## src/sls_cfg.svh

```systemverilog
`ifndef SLS_CFG_SVH
`define SLS_CFG_SVH
// Notes on behaviour
// - Code minus one is an empty line; nothing happens, step on.
// - Code minus two selects OR mode for following signal lines.
// - Code minus three selects AND mode for following signal lines.
// - Minus four inverts the working bit; minus six clears it.
// - Minus five copies the working bit to the next result output.
// - Minus seven ends the pass; programs must end with it.
// - Runs only while enabled; programmer disables before editing.
// - Signal lines carry identifiers 1 to 359 selecting one status bit.
// - Identifier 3 is a seconds square wave toggling every 1000 ms.
// - Identifiers 4, 5, 6 show sample, zero, span valve selected.
// - Identifiers 7, 8, 9 show failure, check request, function check.
// - Result outputs read back as identifiers 40 to 59 in order.
// - Result outputs one to twenty are visible for inspection.
// - Only own analyzer signals are accepted; others read as zero.
`define SLS_CODE_NO_OPERATION 16'hFFFF
`define SLS_CODE_OR        16'hFFFE
`define SLS_CODE_AND       16'hFFFD
`define SLS_CODE_INVERT    16'hFFFC
`define SLS_CODE_STORE     16'hFFFB
`define SLS_CODE_CLEAR     16'hFFFA
`define SLS_CODE_END       16'hFFF9
`define SLS_SIG_MAX        16'h0167
`define SLS_SIG_SECONDS    16'h0003
`define SLS_SIG_RES_FIRST  16'h0028
`define SLS_SIG_RES_LAST   16'h003B
`define SLS_HALF_PERIOD_MS 1000
`define SLS_CLK_MHZ        250
`define SLS_HALF_CYCLES    (`SLS_HALF_PERIOD_MS * 1000 * `SLS_CLK_MHZ)
`define SLS_PROG_LINES     64
`define SLS_ADDR_W         6
`define SLS_RESULTS        20
`define SLS_INTR_BITS      2
`define SLS_REG_CTRL       8'h00
`define SLS_REG_STATUS     8'h01
`define SLS_REG_MASK       8'h02
`define SLS_REG_RESULTS    8'h03
`define SLS_REG_PROG_ADDR  8'h04
`define SLS_REG_PROG_DATA  8'h05
`define SLS_REG_RESULTS_HI 8'h06
`endif

```

## src/sls_pkg.sv

```systemverilog
package sls_pkg;
    typedef enum logic [1:0] {SLS_IDLE, SLS_FETCH, SLS_EXEC} sls_state_type;
    typedef enum logic {SLS_MODE_OR, SLS_MODE_AND} sls_mode_type;
endpackage

```

## src/sls_prog_mem.sv

```systemverilog
`timescale 1ns/1ns
module sls_prog_mem (
    input  wire logic        clk,
    input  wire logic        wr_en,
    input  wire logic [5:0]  wr_addr,
    input  wire logic [15:0] wr_data,
    input  wire logic [5:0]  rd_addr,
    output logic      [15:0] rd_data
);
    logic [15:0] mem [0:63];
    always_ff @(posedge clk) begin
        if (wr_en) begin
            mem[wr_addr] <= wr_data;
        end
        rd_data <= mem[rd_addr];
    end
endmodule

```

## src/sls_sync.sv

```systemverilog
`timescale 1ns/1ns
module sls_sync (
    input  wire logic clk,
    input  wire logic sys_rst,
    input  wire logic din,
    output logic      dout
);
    typedef struct packed {
        logic meta;
        logic level;
    } sls_sync_regs_type;

    sls_sync_regs_type r_q;
    sls_sync_regs_type r_d;

    // Only the second stage is read outside this module
    always_comb begin
        r_d.meta  = din;
        r_d.level = r_q.meta;
    end

    always_ff @(posedge clk) begin
        if (sys_rst) begin
            r_q <= '0;
        end else begin
            r_q <= r_d;
        end
    end

    assign dout = r_q.level;
endmodule

```

## src/status_logic_sequencer.sv

```systemverilog
// Strobed register access and the address map were chosen for this implementation.
`timescale 1ns/1ns
`include "sls_cfg.svh"
module status_logic_sequencer #(
    parameter int unsigned HALF_CYCLES = `SLS_HALF_CYCLES
) (
    input  wire logic        clk,
    input  wire logic        sys_rst,
    input  wire logic [7:0]  reg_addr,
    input  wire logic [15:0] reg_wdata,
    input  wire logic        reg_wr,
    input  wire logic        reg_rd,
    output logic      [15:0] reg_rdata,
    input  wire logic        ram_fail,
    input  wire logic        rom_fail,
    input  wire logic        sample_valve,
    input  wire logic        zero_valve,
    input  wire logic        span_valve,
    input  wire logic        stat_failure,
    input  wire logic        stat_check_req,
    input  wire logic        stat_func_check,
    output logic      [19:0] result_out,
    output logic             seconds_out,
    output logic             busy,
    output logic             irq
);
    typedef struct packed {
        sls_pkg::sls_state_type state;
        sls_pkg::sls_mode_type  mode;
        logic                   work;
        logic [5:0]             pc;
        logic [4:0]             store_idx;
        logic [19:0]            results;
        logic                   enable;
        logic [5:0]             prog_addr;
        logic [1:0]             status;
        logic [1:0]             mask;
        logic [31:0]            sec_cnt;
        logic                   seconds;
        logic [15:0]            rdata;
        logic                   busy;
        logic                   irq;
    } sls_regs_type;

    sls_regs_type r_q;
    sls_regs_type r_d;

    logic [15:0] line_code;
    logic [8:0]  sig_s;
    logic [19:0] res_sel;

    sls_sync u_s0 (.clk(clk), .sys_rst(sys_rst), .din(ram_fail),        .dout(sig_s[0]));
    sls_sync u_s1 (.clk(clk), .sys_rst(sys_rst), .din(rom_fail),        .dout(sig_s[1]));
    sls_sync u_s3 (.clk(clk), .sys_rst(sys_rst), .din(sample_valve),    .dout(sig_s[3]));
    sls_sync u_s4 (.clk(clk), .sys_rst(sys_rst), .din(zero_valve),      .dout(sig_s[4]));
    sls_sync u_s5 (.clk(clk), .sys_rst(sys_rst), .din(span_valve),      .dout(sig_s[5]));
    sls_sync u_s6 (.clk(clk), .sys_rst(sys_rst), .din(stat_failure),    .dout(sig_s[6]));
    sls_sync u_s7 (.clk(clk), .sys_rst(sys_rst), .din(stat_check_req),  .dout(sig_s[7]));
    sls_sync u_s8 (.clk(clk), .sys_rst(sys_rst), .din(stat_func_check), .dout(sig_s[8]));
    assign sig_s[2] = 1'b0;

    sls_prog_mem u_mem (
        .clk     (clk),
        .wr_en   (reg_wr && reg_addr == `SLS_REG_PROG_DATA && !r_q.enable),
        .wr_addr (r_q.prog_addr),
        .wr_data (reg_wdata),
        .rd_addr (r_q.pc),
        .rd_data (line_code)
    );

    function automatic logic operand(input logic [15:0] id, input logic [8:0] s, input logic [19:0] res,
                                     input logic sec);
        logic v;
        v = 1'b0;
        if (id == `SLS_SIG_SECONDS) begin
            v = sec;
        end else if (id >= 16'h0001 && id <= 16'h0009) begin
            v = s[4'(id - 16'h0001)];
        end else if (id >= `SLS_SIG_RES_FIRST && id <= `SLS_SIG_RES_LAST) begin
            v = res[5'(id - `SLS_SIG_RES_FIRST)];
        end
        return v;
    endfunction

    always_comb begin
        logic op;
        logic [1:0] ev;
        op = operand(line_code, sig_s, r_q.results, r_q.seconds);
        ev = 2'h0;
        r_d = r_q;
        r_d.rdata = 16'h0000;
        if (r_q.sec_cnt == HALF_CYCLES - 1) begin
            r_d.sec_cnt = 32'h00000000;
            r_d.seconds = ~r_q.seconds;
        end else begin
            r_d.sec_cnt = r_q.sec_cnt + 32'h00000001;
        end
        unique case (r_q.state)
            sls_pkg::SLS_IDLE: begin
                if (r_q.enable) begin
                    r_d.pc = 6'h00;
                    r_d.store_idx = 5'h00;
                    r_d.state = sls_pkg::SLS_FETCH;
                end
            end
            sls_pkg::SLS_FETCH: begin
                r_d.state = sls_pkg::SLS_EXEC;
            end
            sls_pkg::SLS_EXEC: begin
                r_d.state = sls_pkg::SLS_FETCH;
                r_d.pc = r_q.pc + 6'h01;
                case (line_code)
                    `SLS_CODE_NO_OPERATION: ;
                    `SLS_CODE_OR: r_d.mode = sls_pkg::SLS_MODE_OR;
                    `SLS_CODE_AND: r_d.mode = sls_pkg::SLS_MODE_AND;
                    `SLS_CODE_INVERT: r_d.work = ~r_q.work;
                    `SLS_CODE_CLEAR: r_d.work = 1'b0;
                    `SLS_CODE_STORE: begin
                        if (r_q.store_idx < 5'(`SLS_RESULTS)) begin
                            r_d.results[r_q.store_idx] = r_q.work;
                            r_d.store_idx = r_q.store_idx + 5'h01;
                        end
                    end
                    `SLS_CODE_END: begin
                        r_d.state = sls_pkg::SLS_IDLE;
                        ev[0] = 1'b1;
                    end
                    default: begin
                        if (line_code >= 16'h0001 && line_code <= `SLS_SIG_MAX) begin
                            r_d.work = (r_q.mode == sls_pkg::SLS_MODE_OR) ? (r_q.work | op) : (r_q.work & op);
                        end else begin
                            ev[1] = 1'b1;
                        end
                    end
                endcase
                if (r_q.pc == 6'h3F && line_code != `SLS_CODE_END) begin
                    r_d.state = sls_pkg::SLS_IDLE;
                    ev[1] = 1'b1;
                end
                if (!r_q.enable) begin
                    r_d.state = sls_pkg::SLS_IDLE;
                end
            end
            default: r_d.state = sls_pkg::SLS_IDLE;
        endcase
        if (reg_wr) begin
            unique case (reg_addr)
                `SLS_REG_CTRL: r_d.enable = reg_wdata[0];
                `SLS_REG_STATUS: r_d.status = r_q.status & ~reg_wdata[1:0];
                `SLS_REG_MASK: r_d.mask = reg_wdata[1:0];
                `SLS_REG_PROG_ADDR: r_d.prog_addr = reg_wdata[5:0];
                `SLS_REG_PROG_DATA: r_d.prog_addr = r_q.prog_addr + 6'h01;
                default: ;
            endcase
        end
        r_d.status = r_d.status | ev;
        if (reg_rd) begin
            unique case (reg_addr)
                `SLS_REG_CTRL: r_d.rdata = {14'h0000, r_q.busy, r_q.enable};
                `SLS_REG_STATUS: r_d.rdata = {14'h0000, r_q.status};
                `SLS_REG_MASK: r_d.rdata = {14'h0000, r_q.mask};
                `SLS_REG_RESULTS: r_d.rdata = r_q.results[15:0];
                `SLS_REG_PROG_ADDR: r_d.rdata = {10'h000, r_q.prog_addr};
                `SLS_REG_RESULTS_HI: r_d.rdata = {12'h000, r_q.results[19:16]};
                default: r_d.rdata = 16'h0000;
            endcase
        end
        r_d.busy = (r_d.state != sls_pkg::SLS_IDLE);
        r_d.irq = |(r_d.status & r_d.mask);
    end

    always_ff @(posedge clk) begin
        if (sys_rst) begin
            r_q <= '0;
        end else begin
            r_q <= r_d;
        end
    end

    assign reg_rdata   = r_q.rdata;
    assign result_out  = r_q.results;
    assign seconds_out = r_q.seconds;
    assign busy        = r_q.busy;
    assign irq         = r_q.irq;
endmodule

```

## config.mk

```make
export PLATFORM = sky130hd
export DESIGN_NAME = status_logic_sequencer
export DESIGN_NICKNAME = d
export VERILOG_FILES = /design/src/sls_pkg.sv /design/src/sls_prog_mem.sv /design/src/sls_sync.sv /design/src/status_logic_sequencer.sv
export VERILOG_INCLUDE_DIRS = /design/src /design/src/src
export SDC_FILE = /design/constraint.sdc
export NUM_CORES = 1
export LEC_CHECK = 0
export ABC_CLOCK_PERIOD_IN_PS = 5200
export BUFFER_PORTS_ARGS = -buffer_cell sky130_fd_sc_hd__buf_2
export CORE_UTILIZATION = 56
export DETAILED_ROUTE_END_ITERATION = 8
export PLACE_DENSITY = 0.72
export SLEW_MARGIN = 20
export SYNTH_ARGS = -nofsm -noshare
export SYNTH_HDL_FRONTEND = slang
export SYNTH_SLANG_ARGS = --single-unit
```

## constraint.sdc

```tcl
create_clock -name clk -period 5.2 [get_ports clk]
set_input_delay 1.04 -clock clk [delete_from_list [all_inputs] [get_ports clk]]
set_output_delay 1.04 -clock clk [all_outputs]
set_load 0.02 [all_outputs]
```

==> results.py, run 1 <==
metrics = {
    "floorplanning": {
        "core_area_mm2": 0.07913,
        "rows": 103,
        "pin_count": 75,
        "die_y_um": 284.9,
        "die_area_mm2": 0.08115,
        "die_x_um": 284.9,
        "initial_core_util_pct": 56.63,
    },
    "critical_path": {
        "critPathLaunchType": "input port",
        "cp.arrival_ps": 3980,
        "required_ps": 5550,
        "r2r_end": "u_mem.rd_data[13]",
        "cp_max_fo": 18,
        "rr_startpoint": "r_q[88]",
        "worstSetupPathType": "input port to flip-flop",
        "r2r_cells": 5,
        "worst_setup_path_end_kind": "flip-flop",
        "rrSetupSlack_ps": 1990,
    },
    "clock_tree": {
        "cts_made_buffers": 110,
        "post-cts-setup-buffers": 0,
        "hold_buffers": 0,
        "ctsResizeCount": 0,
        "clock_latency_ps": 670,
        "cts_tree": "built",
        "cts_buffer_depth": 3,
        "cts_sinks": 1153,
        "htree_levels": 3,
        "clk_pin_slew_ps": 60,
        "cts_root_buf": "clkbuf_16",
    },
    "job": {
        "maxCapViolCount": 0,
    },
    "timing": {
        "worst_slew_pin_slew_ps": 1093,
        "fin_setup_tns_ps": 0,
        "slew_headroom_pct": 26.44,
        "min_period_over_period_pct": 69.82,
        "rsz0062_at_grt": "no",
        "setup_viol": 0,
        "finalMaxSlewViolations": 0,
        "fin_crit_ps": 3631,
        "fmax_mhz": 275.4,
        "fin_skew_ps": 24.23,
        "hold_viol": 0,
    },
    "logic_synthesis": {
        "syn_inst": 2215,
        "synth_edf_count": 1024,
        "syn-num-nets": 2264,
        "synth_flop_cell": "edfxtp_1",
        "avgSynthCellArea_um2": 20.23,
        "yosysUniqueCellTypes": 55,
        "ys_warn_count": 0,
        "async_flop_share_pct": 0,
        "synthesis.area_mm2": 0.04481,
        "ys_seq_elements": 1153,
        "ys_seq_area_share_pct": 74.38,
    },
    "power_and_ir_drop": {
        "p_per_area_mw_per_mm2": 365.5,
        "seq_power_share_pct": 54.7,
        "p_leak_nw": 15.81,
        "switching_share_pct": 19.36,
        "power.internal_w": 0.01485,
        "power_w": 0.01841,
        "power_frac_clock_pct": 44.1,
        "vdd_drop_max_uv": 288.2,
        "p_sw_w": 0.003565,
        "p_comb_share_pct": 1.2,
    },
    "detailed_routing": {
        "drt-total-wl_mm": 103.2,
        "post_drt_wl_per_cell_um": 29.50,
        "drtIter0Drc": 2619,
        "num_vias": 22440,
        "dr.pass1.iters": 7,
        "remaining_drc_errors": 0,
        "viasPerCell": 6.411,
        "detail-route-antenna-nets": 0,
    },
    "worst_hold_path": {
        "hold_end": "u_s7.dout",
        "hp-class": "flip-flop to flip-flop",
        "holdPathStages": 1,
        "worstHoldStart": "u_s7.r_d[0]",
    },
    "place": {
        "io_buffers": 74,
        "dp_cells": 3294,
        "gp_congestion": 0.9335,
        "dp_hpwl_mm": 61.96,
    },
    "outcome": {
        "status": "finished, final reports clean",
    },
    "grt": {
        "overflow": 0,
        "grt_max_degree": 82,
        "grt_pass1_vias": 22200,
        "antenna_found_initial": 0,
        "grt_pass1_wl_mm": 151.2,
        "grt_use_total_pct": 25.78,
    },
    "cells_and_area": {
        "area_delta_synth_final_pct": 12.41,
        "drive_gt1_share_pct": 28.61,
        "diodes": 0,
        "nets": 2405,
        "fin_cells": 3500,
    },
}
[cell families after synthesis]
family,count (synthesis),synth area share [%]
DFF,1153,74.38
and+or+nand+nor,393,4.233
muxes,359,17.16
buffers and inverters,165,1.762
AOI/OAI and AO/OA,98,1.432
xor gates and xnor gates,34,0.6645
adders and majority gates,13,0.3630
[per-stage QoR]
| stage | hold slack (ps) | worst slack (ps) | util [%] | area [µm²] |
|---|---|---|---|---|
| after global placement | 432.0 | 983.4 | 58.96 | 46660 |
| after detailed placement | 431.6 | 953.2 | 58.96 | 46660 |
| final | 441.7 | 1569 | 63.66 | 50370 |
| after floorplan | 413.8 | 634.2 | - | 44810 |
| after global routing | 472.5 | 1474 | 63.66 | 50370 |
| after CTS | 446.7 | 1552 | 63.64 | 50360 |
[routing by layer]
| layer | vias to the layer above | track usage [%] | part of all wire (%) |
|---|---|---|---|
| met5 | - | 0 | 0 |
| met4 | 0 | 7.769 | 3.0 |
| met3 | 149 | 6.192 | 10 |
| met2 | 1279 | 38.36 | 46 |
| met1 | 11730 | 38.37 | 41 |
| li1 | 9286 | - | - |
[Yosys cell counts (4+ instances only)]
| master | instances | area, µm² |
|---|---|---|
| edfxtp_1 | 1024 | 30750 |
| mux4_2 | 327 | 7365 |
| nor2_1 | 168 | 630.6 |
| dfxtp_1 | 129 | 2582 |
| clkbuf_1 | 74 | 277.8 |
| nand2_1 | 61 | 229.0 |
| buf_4 | 36 | 270.3 |
| o22ai_1 | 33 | 206.5 |
| buf_2 | 28 | 140.1 |
| mux2i_1 | 28 | 280.3 |
| nor2b_1 | 26 | 162.7 |
| nand3_1 | 25 | 125.1 |
| nand4_1 | 19 | 118.9 |
| xor2_1 | 18 | 157.7 |
| nor3_1 | 17 | 85.08 |
| xnor2_1 | 16 | 140.1 |
| inv_1 | 15 | 56.30 |
| a21oi_1 | 14 | 70.07 |
| ha_1 | 13 | 162.7 |
| buf_1 | 12 | 45.04 |
| and2_1 | 11 | 68.82 |
| and3_1 | 10 | 62.56 |
| o21ai_0 | 10 | 50.05 |
| a22oi_1 | 9 | 67.56 |
| nor4_1 | 9 | 56.30 |
| nand2b_1 | 8 | 50.05 |
| nor3b_1 | 7 | 52.55 |
| or2_2 | 7 | 43.79 |
| a211oi_1 | 5 | 37.54 |
| a31oi_1 | 5 | 31.28 |
| mux2_2 | 4 | 45.04 |
| nand3b_1 | 4 | 30.03 |
| o211ai_1 | 4 | 30.03 |
| or3_1 | 4 | 25.02 |
[worst max-delay path, stage by stage]
cell,delay [ps]
buf_2,90
or4_1,560
or4b_1,550
buf_4,230
nor3b_2,310
nand2_1,540
nor2_1,330
buf_4,300
[flip-flops by register name, summed over array words and instances (netlist names), 16 cells and up, named ones only]
name / flops
reg_rdata: 16
r_q: 58
u_mem.rd_data: 16
u_mem.mem: 1024
[worst max path at each step]
stage | to | start | depth (start not counted) | slack [ps]
after detailed placement | u_mem.mem[49][11] | reg_addr[3] | 8 | 950
final | u_mem.mem[49][12] | reg_addr[3] | 8 | 1570
after global routing | u_mem.mem[49][13] | reg_addr[3] | 8 | 1470
after floorplan | u_mem.mem[63][0] | reg_addr[3] | 5 | 630
after global placement | u_mem.mem[17][7] | reg_addr[3] | 8 | 980
after CTS | u_mem.mem[49][15] | reg_addr[3] | 8 | 1550
[power groups by stage]
stage / clock (W) / sequential (W) / combinational, W
after detailed placement: 0 / 0.0103 / 0.000224
final: 0.00811 / 0.0101 / 0.000220
after global routing: 0.00857 / 0.0101 / 0.000234
after CTS: 0.00822 / 0.0101 / 0.000222
after floorplan: 0 / 0.0103 / 0.0000299
after global placement: 0 / 0.0103 / 0.000210
[cells in the final DEF, fill, tap and decap left out, types with 5 or more instances in the layout]
cell type / count
or2_2: 7
xnor2_1: 16
buf_2: 72
mux4_2: 327
nand2b_1: 8
a22oi_1: 9
a31oi_1: 5
nor2_1: 168
and2_1: 11
bufinv_16: 13
inv_1: 15
clkbuf_16: 115
a21oi_1: 14
buf_12: 6
nor3_1: 17
o22ai_1: 33
nand4_1: 19
o21ai_0: 10
clkinv_1: 14
a211oi_1: 5
ha_1: 13
clkbuf_1: 21
nand2_1: 61
buf_4: 101
nand3_1: 25
nor2b_1: 26
and3_1: 10
xor2_1: 18
nor4_1: 8
mux2i_1: 28
dfxtp_1: 124
edfxtp_1: 1024
clkinvlp_4: 7
nor3b_1: 7
clkinv_2: 24
[layout make-up]
cell class,count,area (µm²)
Tap cell,1050,1314
Timing Repair Buffer,179,1239
Fill cell,5222,28760
Sequential cell,1153,33350
Multi-Input combinational cell,897,10710
Clock inverter,65,694.4
Inverter,15,56.30
Clock buffer,141,3010
Note: power is estimated with default switching activity, not from simulation.
==> run 2, diff against run 1 <==
--- a/config.mk
+++ b/config.mk
@@ -6,7 +6,8 @@
 export SDC_FILE = /design/constraint.sdc
 export NUM_CORES = 1
 export LEC_CHECK = 0
-export ABC_CLOCK_PERIOD_IN_PS = 5200
+export ABC_AREA = 1
+export ABC_CLOCK_PERIOD_IN_PS = 3700
 export BUFFER_PORTS_ARGS = -buffer_cell sky130_fd_sc_hd__buf_2
 export CORE_UTILIZATION = 56
 export DETAILED_ROUTE_END_ITERATION = 8
==> constraint.sdc (replaced) <==
create_clock -name clk -period 3.7 [get_ports clk]
set_input_delay 0.74 -clock clk [delete_from_list [all_inputs] [get_ports clk]]
set_output_delay 0.74 -clock clk [all_outputs]
set_load 0.02 [all_outputs]
==> results.py, run 2 <==
metrics = {
    "grt": {
        "grt_max_degree": 192,
        "overflow": 0,
        "grt_pass1_wl_mm": 188.0,
        "antenna_found_initial": 1,
        "grt_pass1_vias": 29860,
        "grt_use_total_pct": 29.86,
    },
    "critical_path": {
        "r2r_cells": 8,
        "critPathLaunchType": "flip-flop",
        "required_ps": 4340,
        "cp.arrival_ps": 3350,
        "worst_setup_path_end_kind": "flip-flop",
        "crit_top_cell": "nand3_1",
        "worstSetupPathType": "flip-flop to flip-flop",
        "worstPathCellList": "inv_8, buf_4, nor2_1, o221ai_1, nand3_1, nand3_1, nand3_1, nand3_1",
        "cp_max_fo": 131,
        "cp_slowest_cell": "inv_8",
        "cpPeakStageDelay_ps": 530,
    },
    "clock_tree": {
        "cts_sinks": 1153,
        "htree_levels": 3,
        "cts_root_buf": "clkbuf_16",
        "cts_made_buffers": 115,
        "post-cts-setup-buffers": 0,
        "hold_buffers": 0,
        "clock_latency_ps": 710,
        "clk_pin_slew_ps": 60,
        "cts_tree": "built",
        "ctsResizeCount": 0,
        "cts_buffer_depth": 3,
    },
    "logic_synthesis": {
        "synth.most_common_cell": "edfxtp_1",
        "yosysUniqueCellTypes": 49,
        "synthesis.area_mm2": 0.04642,
        "ys_warn_count": 0,
        "synth_edf_count": 1024,
        "syn-num-nets": 3825,
        "ys_seq_elements": 1153,
        "synthTopCellsByCount": "edfxtp_1 (1024), nor2_1 (717), o21ai_0 (516), nand2_1 (233), o221ai_1 (188)",
        "synth_flop_cell": "edfxtp_1",
        "syn_inst": 3776,
        "synthTopCellsByArea": "edfxtp_1 (66%), nor2_1 (5.8%), dfxtp_1 (5.6%)",
        "yosysTopAreaCell": "edfxtp_1",
        "async_flop_share_pct": 0,
        "avgSynthCellArea_um2": 12.29,
        "ys_seq_area_share_pct": 71.80,
        "synth.top_cell.area_share_pct": 66.24,
    },
    "place": {
        "io_buffers": 74,
        "dp_hpwl_mm": 74.34,
        "gp_congestion": 0.9502,
    },
    "cells_and_area": {
        "top_register": "u_mem.mem",
        "drive_gt1_share_pct": 11.35,
        "layout_common_cells": "edfxtp_1 (1024), nor2_1 (713), o21ai_0 (516), nand2_1 (233), o221ai_1 (188)",
        "reg_top3": "u_mem.mem x1024, r_q x58",
        "nets": 3878,
        "area_delta_synth_final_pct": 11.94,
        "largest_register_ffs": 1024,
        "final_common_cell": "edfxtp_1",
        "fillers": 6107,
    },
    "detailed_routing": {
        "drtIter0Drc": 4589,
        "top_layer": "met5",
        "viasPerCell": 6.321,
        "wl_met1_mm": 50.09,
        "num_vias": 31610,
        "remaining_drc_errors": 0,
        "wl_met2_mm": 57.84,
        "wl_met3_mm": 14.07,
        "detail-route-antenna-nets": 0,
        "drt-total-wl_mm": 126.6,
        "post_drt_wl_per_cell_um": 25.32,
        "dr.pass1.iters": 6,
    },
    "outcome": {
        "status": "finished, final reports clean",
    },
    "floorplanning": {
        "die_x_um": 289.9,
        "rows": 105,
        "core_area_mm2": 0.08211,
        "initial_core_util_pct": 56.54,
        "die_area_mm2": 0.08405,
        "pin_count": 75,
        "die_y_um": 289.9,
    },
    "timing": {
        "setup_viol": 0,
        "worst_slew_pin_slew_ps": 1067,
        "finalMaxSlewViolations": 0,
        "rsz0062_at_grt": "no",
        "fin_crit_ps": 2703,
        "slew_headroom_pct": 28.88,
        "fmax_mhz": 369.9,
        "fin_setup_tns_ps": 0,
        "fin_skew_ps": 29.10,
        "hold_viol": 0,
        "min_period_over_period_pct": 73.06,
    },
    "job": {
        "maxCapViolCount": 0,
    },
    "power_and_ir_drop": {
        "vdd_drop_max_uv": 390.4,
        "p_per_area_mw_per_mm2": 508.5,
        "p_leak_nw": 17.20,
        "power_w": 0.02643,
    },
    "worst_hold_path": {
        "hp-class": "input port to flip-flop",
        "holdPathStages": 3,
    },
}
-- run 2: cell types whose count changed after synthesis, sizes merged, moves of 26 or more --
cell    before  now
o22ai       33   70
nor2b       26    0
nand3       25  182
a21oi       14   49
nand2       61  241
clkbuf      74  150
o21ai       10  552
buf         76  126
o211ai       4   56
inv         15  133
o221ai       0  188
nor2       168  737
mux4       327    0
mux2i       28    0
-- run 2: through the flow --
step | setup WS, ps | instances | hold WS, ps | util (%) | area (µm²)
final | 996.8 | 5001 | 252.1 | 63.29 | 51970
after global routing | 834.4 | 5000 | 255.4 | 63.29 | 51960
after CTS | 1090 | 5000 | 217.5 | 63.29 | 51960
after detailed placement | 586.8 | 4782 | 394.0 | 58.54 | 48070
after global placement | 679.0 | 4782 | 399.8 | 58.54 | 48070
after floorplan | 869.4 | 3776 | 388.3 | - | 46420
-- run 2: worst paths after layout --
check	start	end	slack (ps)
setup / recovery	r_q[87]	u_mem.rd_data[10]	1000
hold / removal	span_valve	u_s5.r_d[0]	250
setup reg to reg	r_q[87]	u_mem.rd_data[10]	1000
hold reg to reg	u_s6.r_d[0]	u_s6.dout	400
-- run 2: cells by family after synthesis --
family	Yosys count	share of synthesized area [%]
AOI/OAI and AO/OA	956	12.59
and+or+nand+nor	1233	11.16
adders and majority gates	13	0.3504
xor gates and xnor gates	7	0.1321
DFF	1153	71.80
buffers and inverters	414	3.967
-- run 2: power by group --
part | switching, W | internal, W
clock network | 0.00502 | 0.00687
registers | 0.00000637 | 0.0142
logic | 0.000325 | 0.0000448
-- run 2: layer usage --
metal | vias to the layer above | GRT usage, %
met5 | - | 0
met1 | 15290 | 42.69
met3 | 297 | 5.576
met2 | 2007 | 45.78
li1 | 14010 | -
met4 | 2 | 11.43
-- run 2: layout make-up --
class,instances,area [µm²],share of cell area [%]
clock inverter,82,855.8,1.647
clock buffer,136,3040,5.851
sequential,1153,33340,64.17
antenna,1,2.502,0.004815
inverter,138,533.0,1.026
tap,1070,1339,2.576
multi-input combinational,2209,11260,21.67
timing repair buffer,212,1592,3.063
-- run 2: critical path: cells and delay by family, from the launching register on --
kind	cells	cell delay (ps)
flops	1	430
compound gates	1	360
simple gates	5	840
buf+inv	2	880
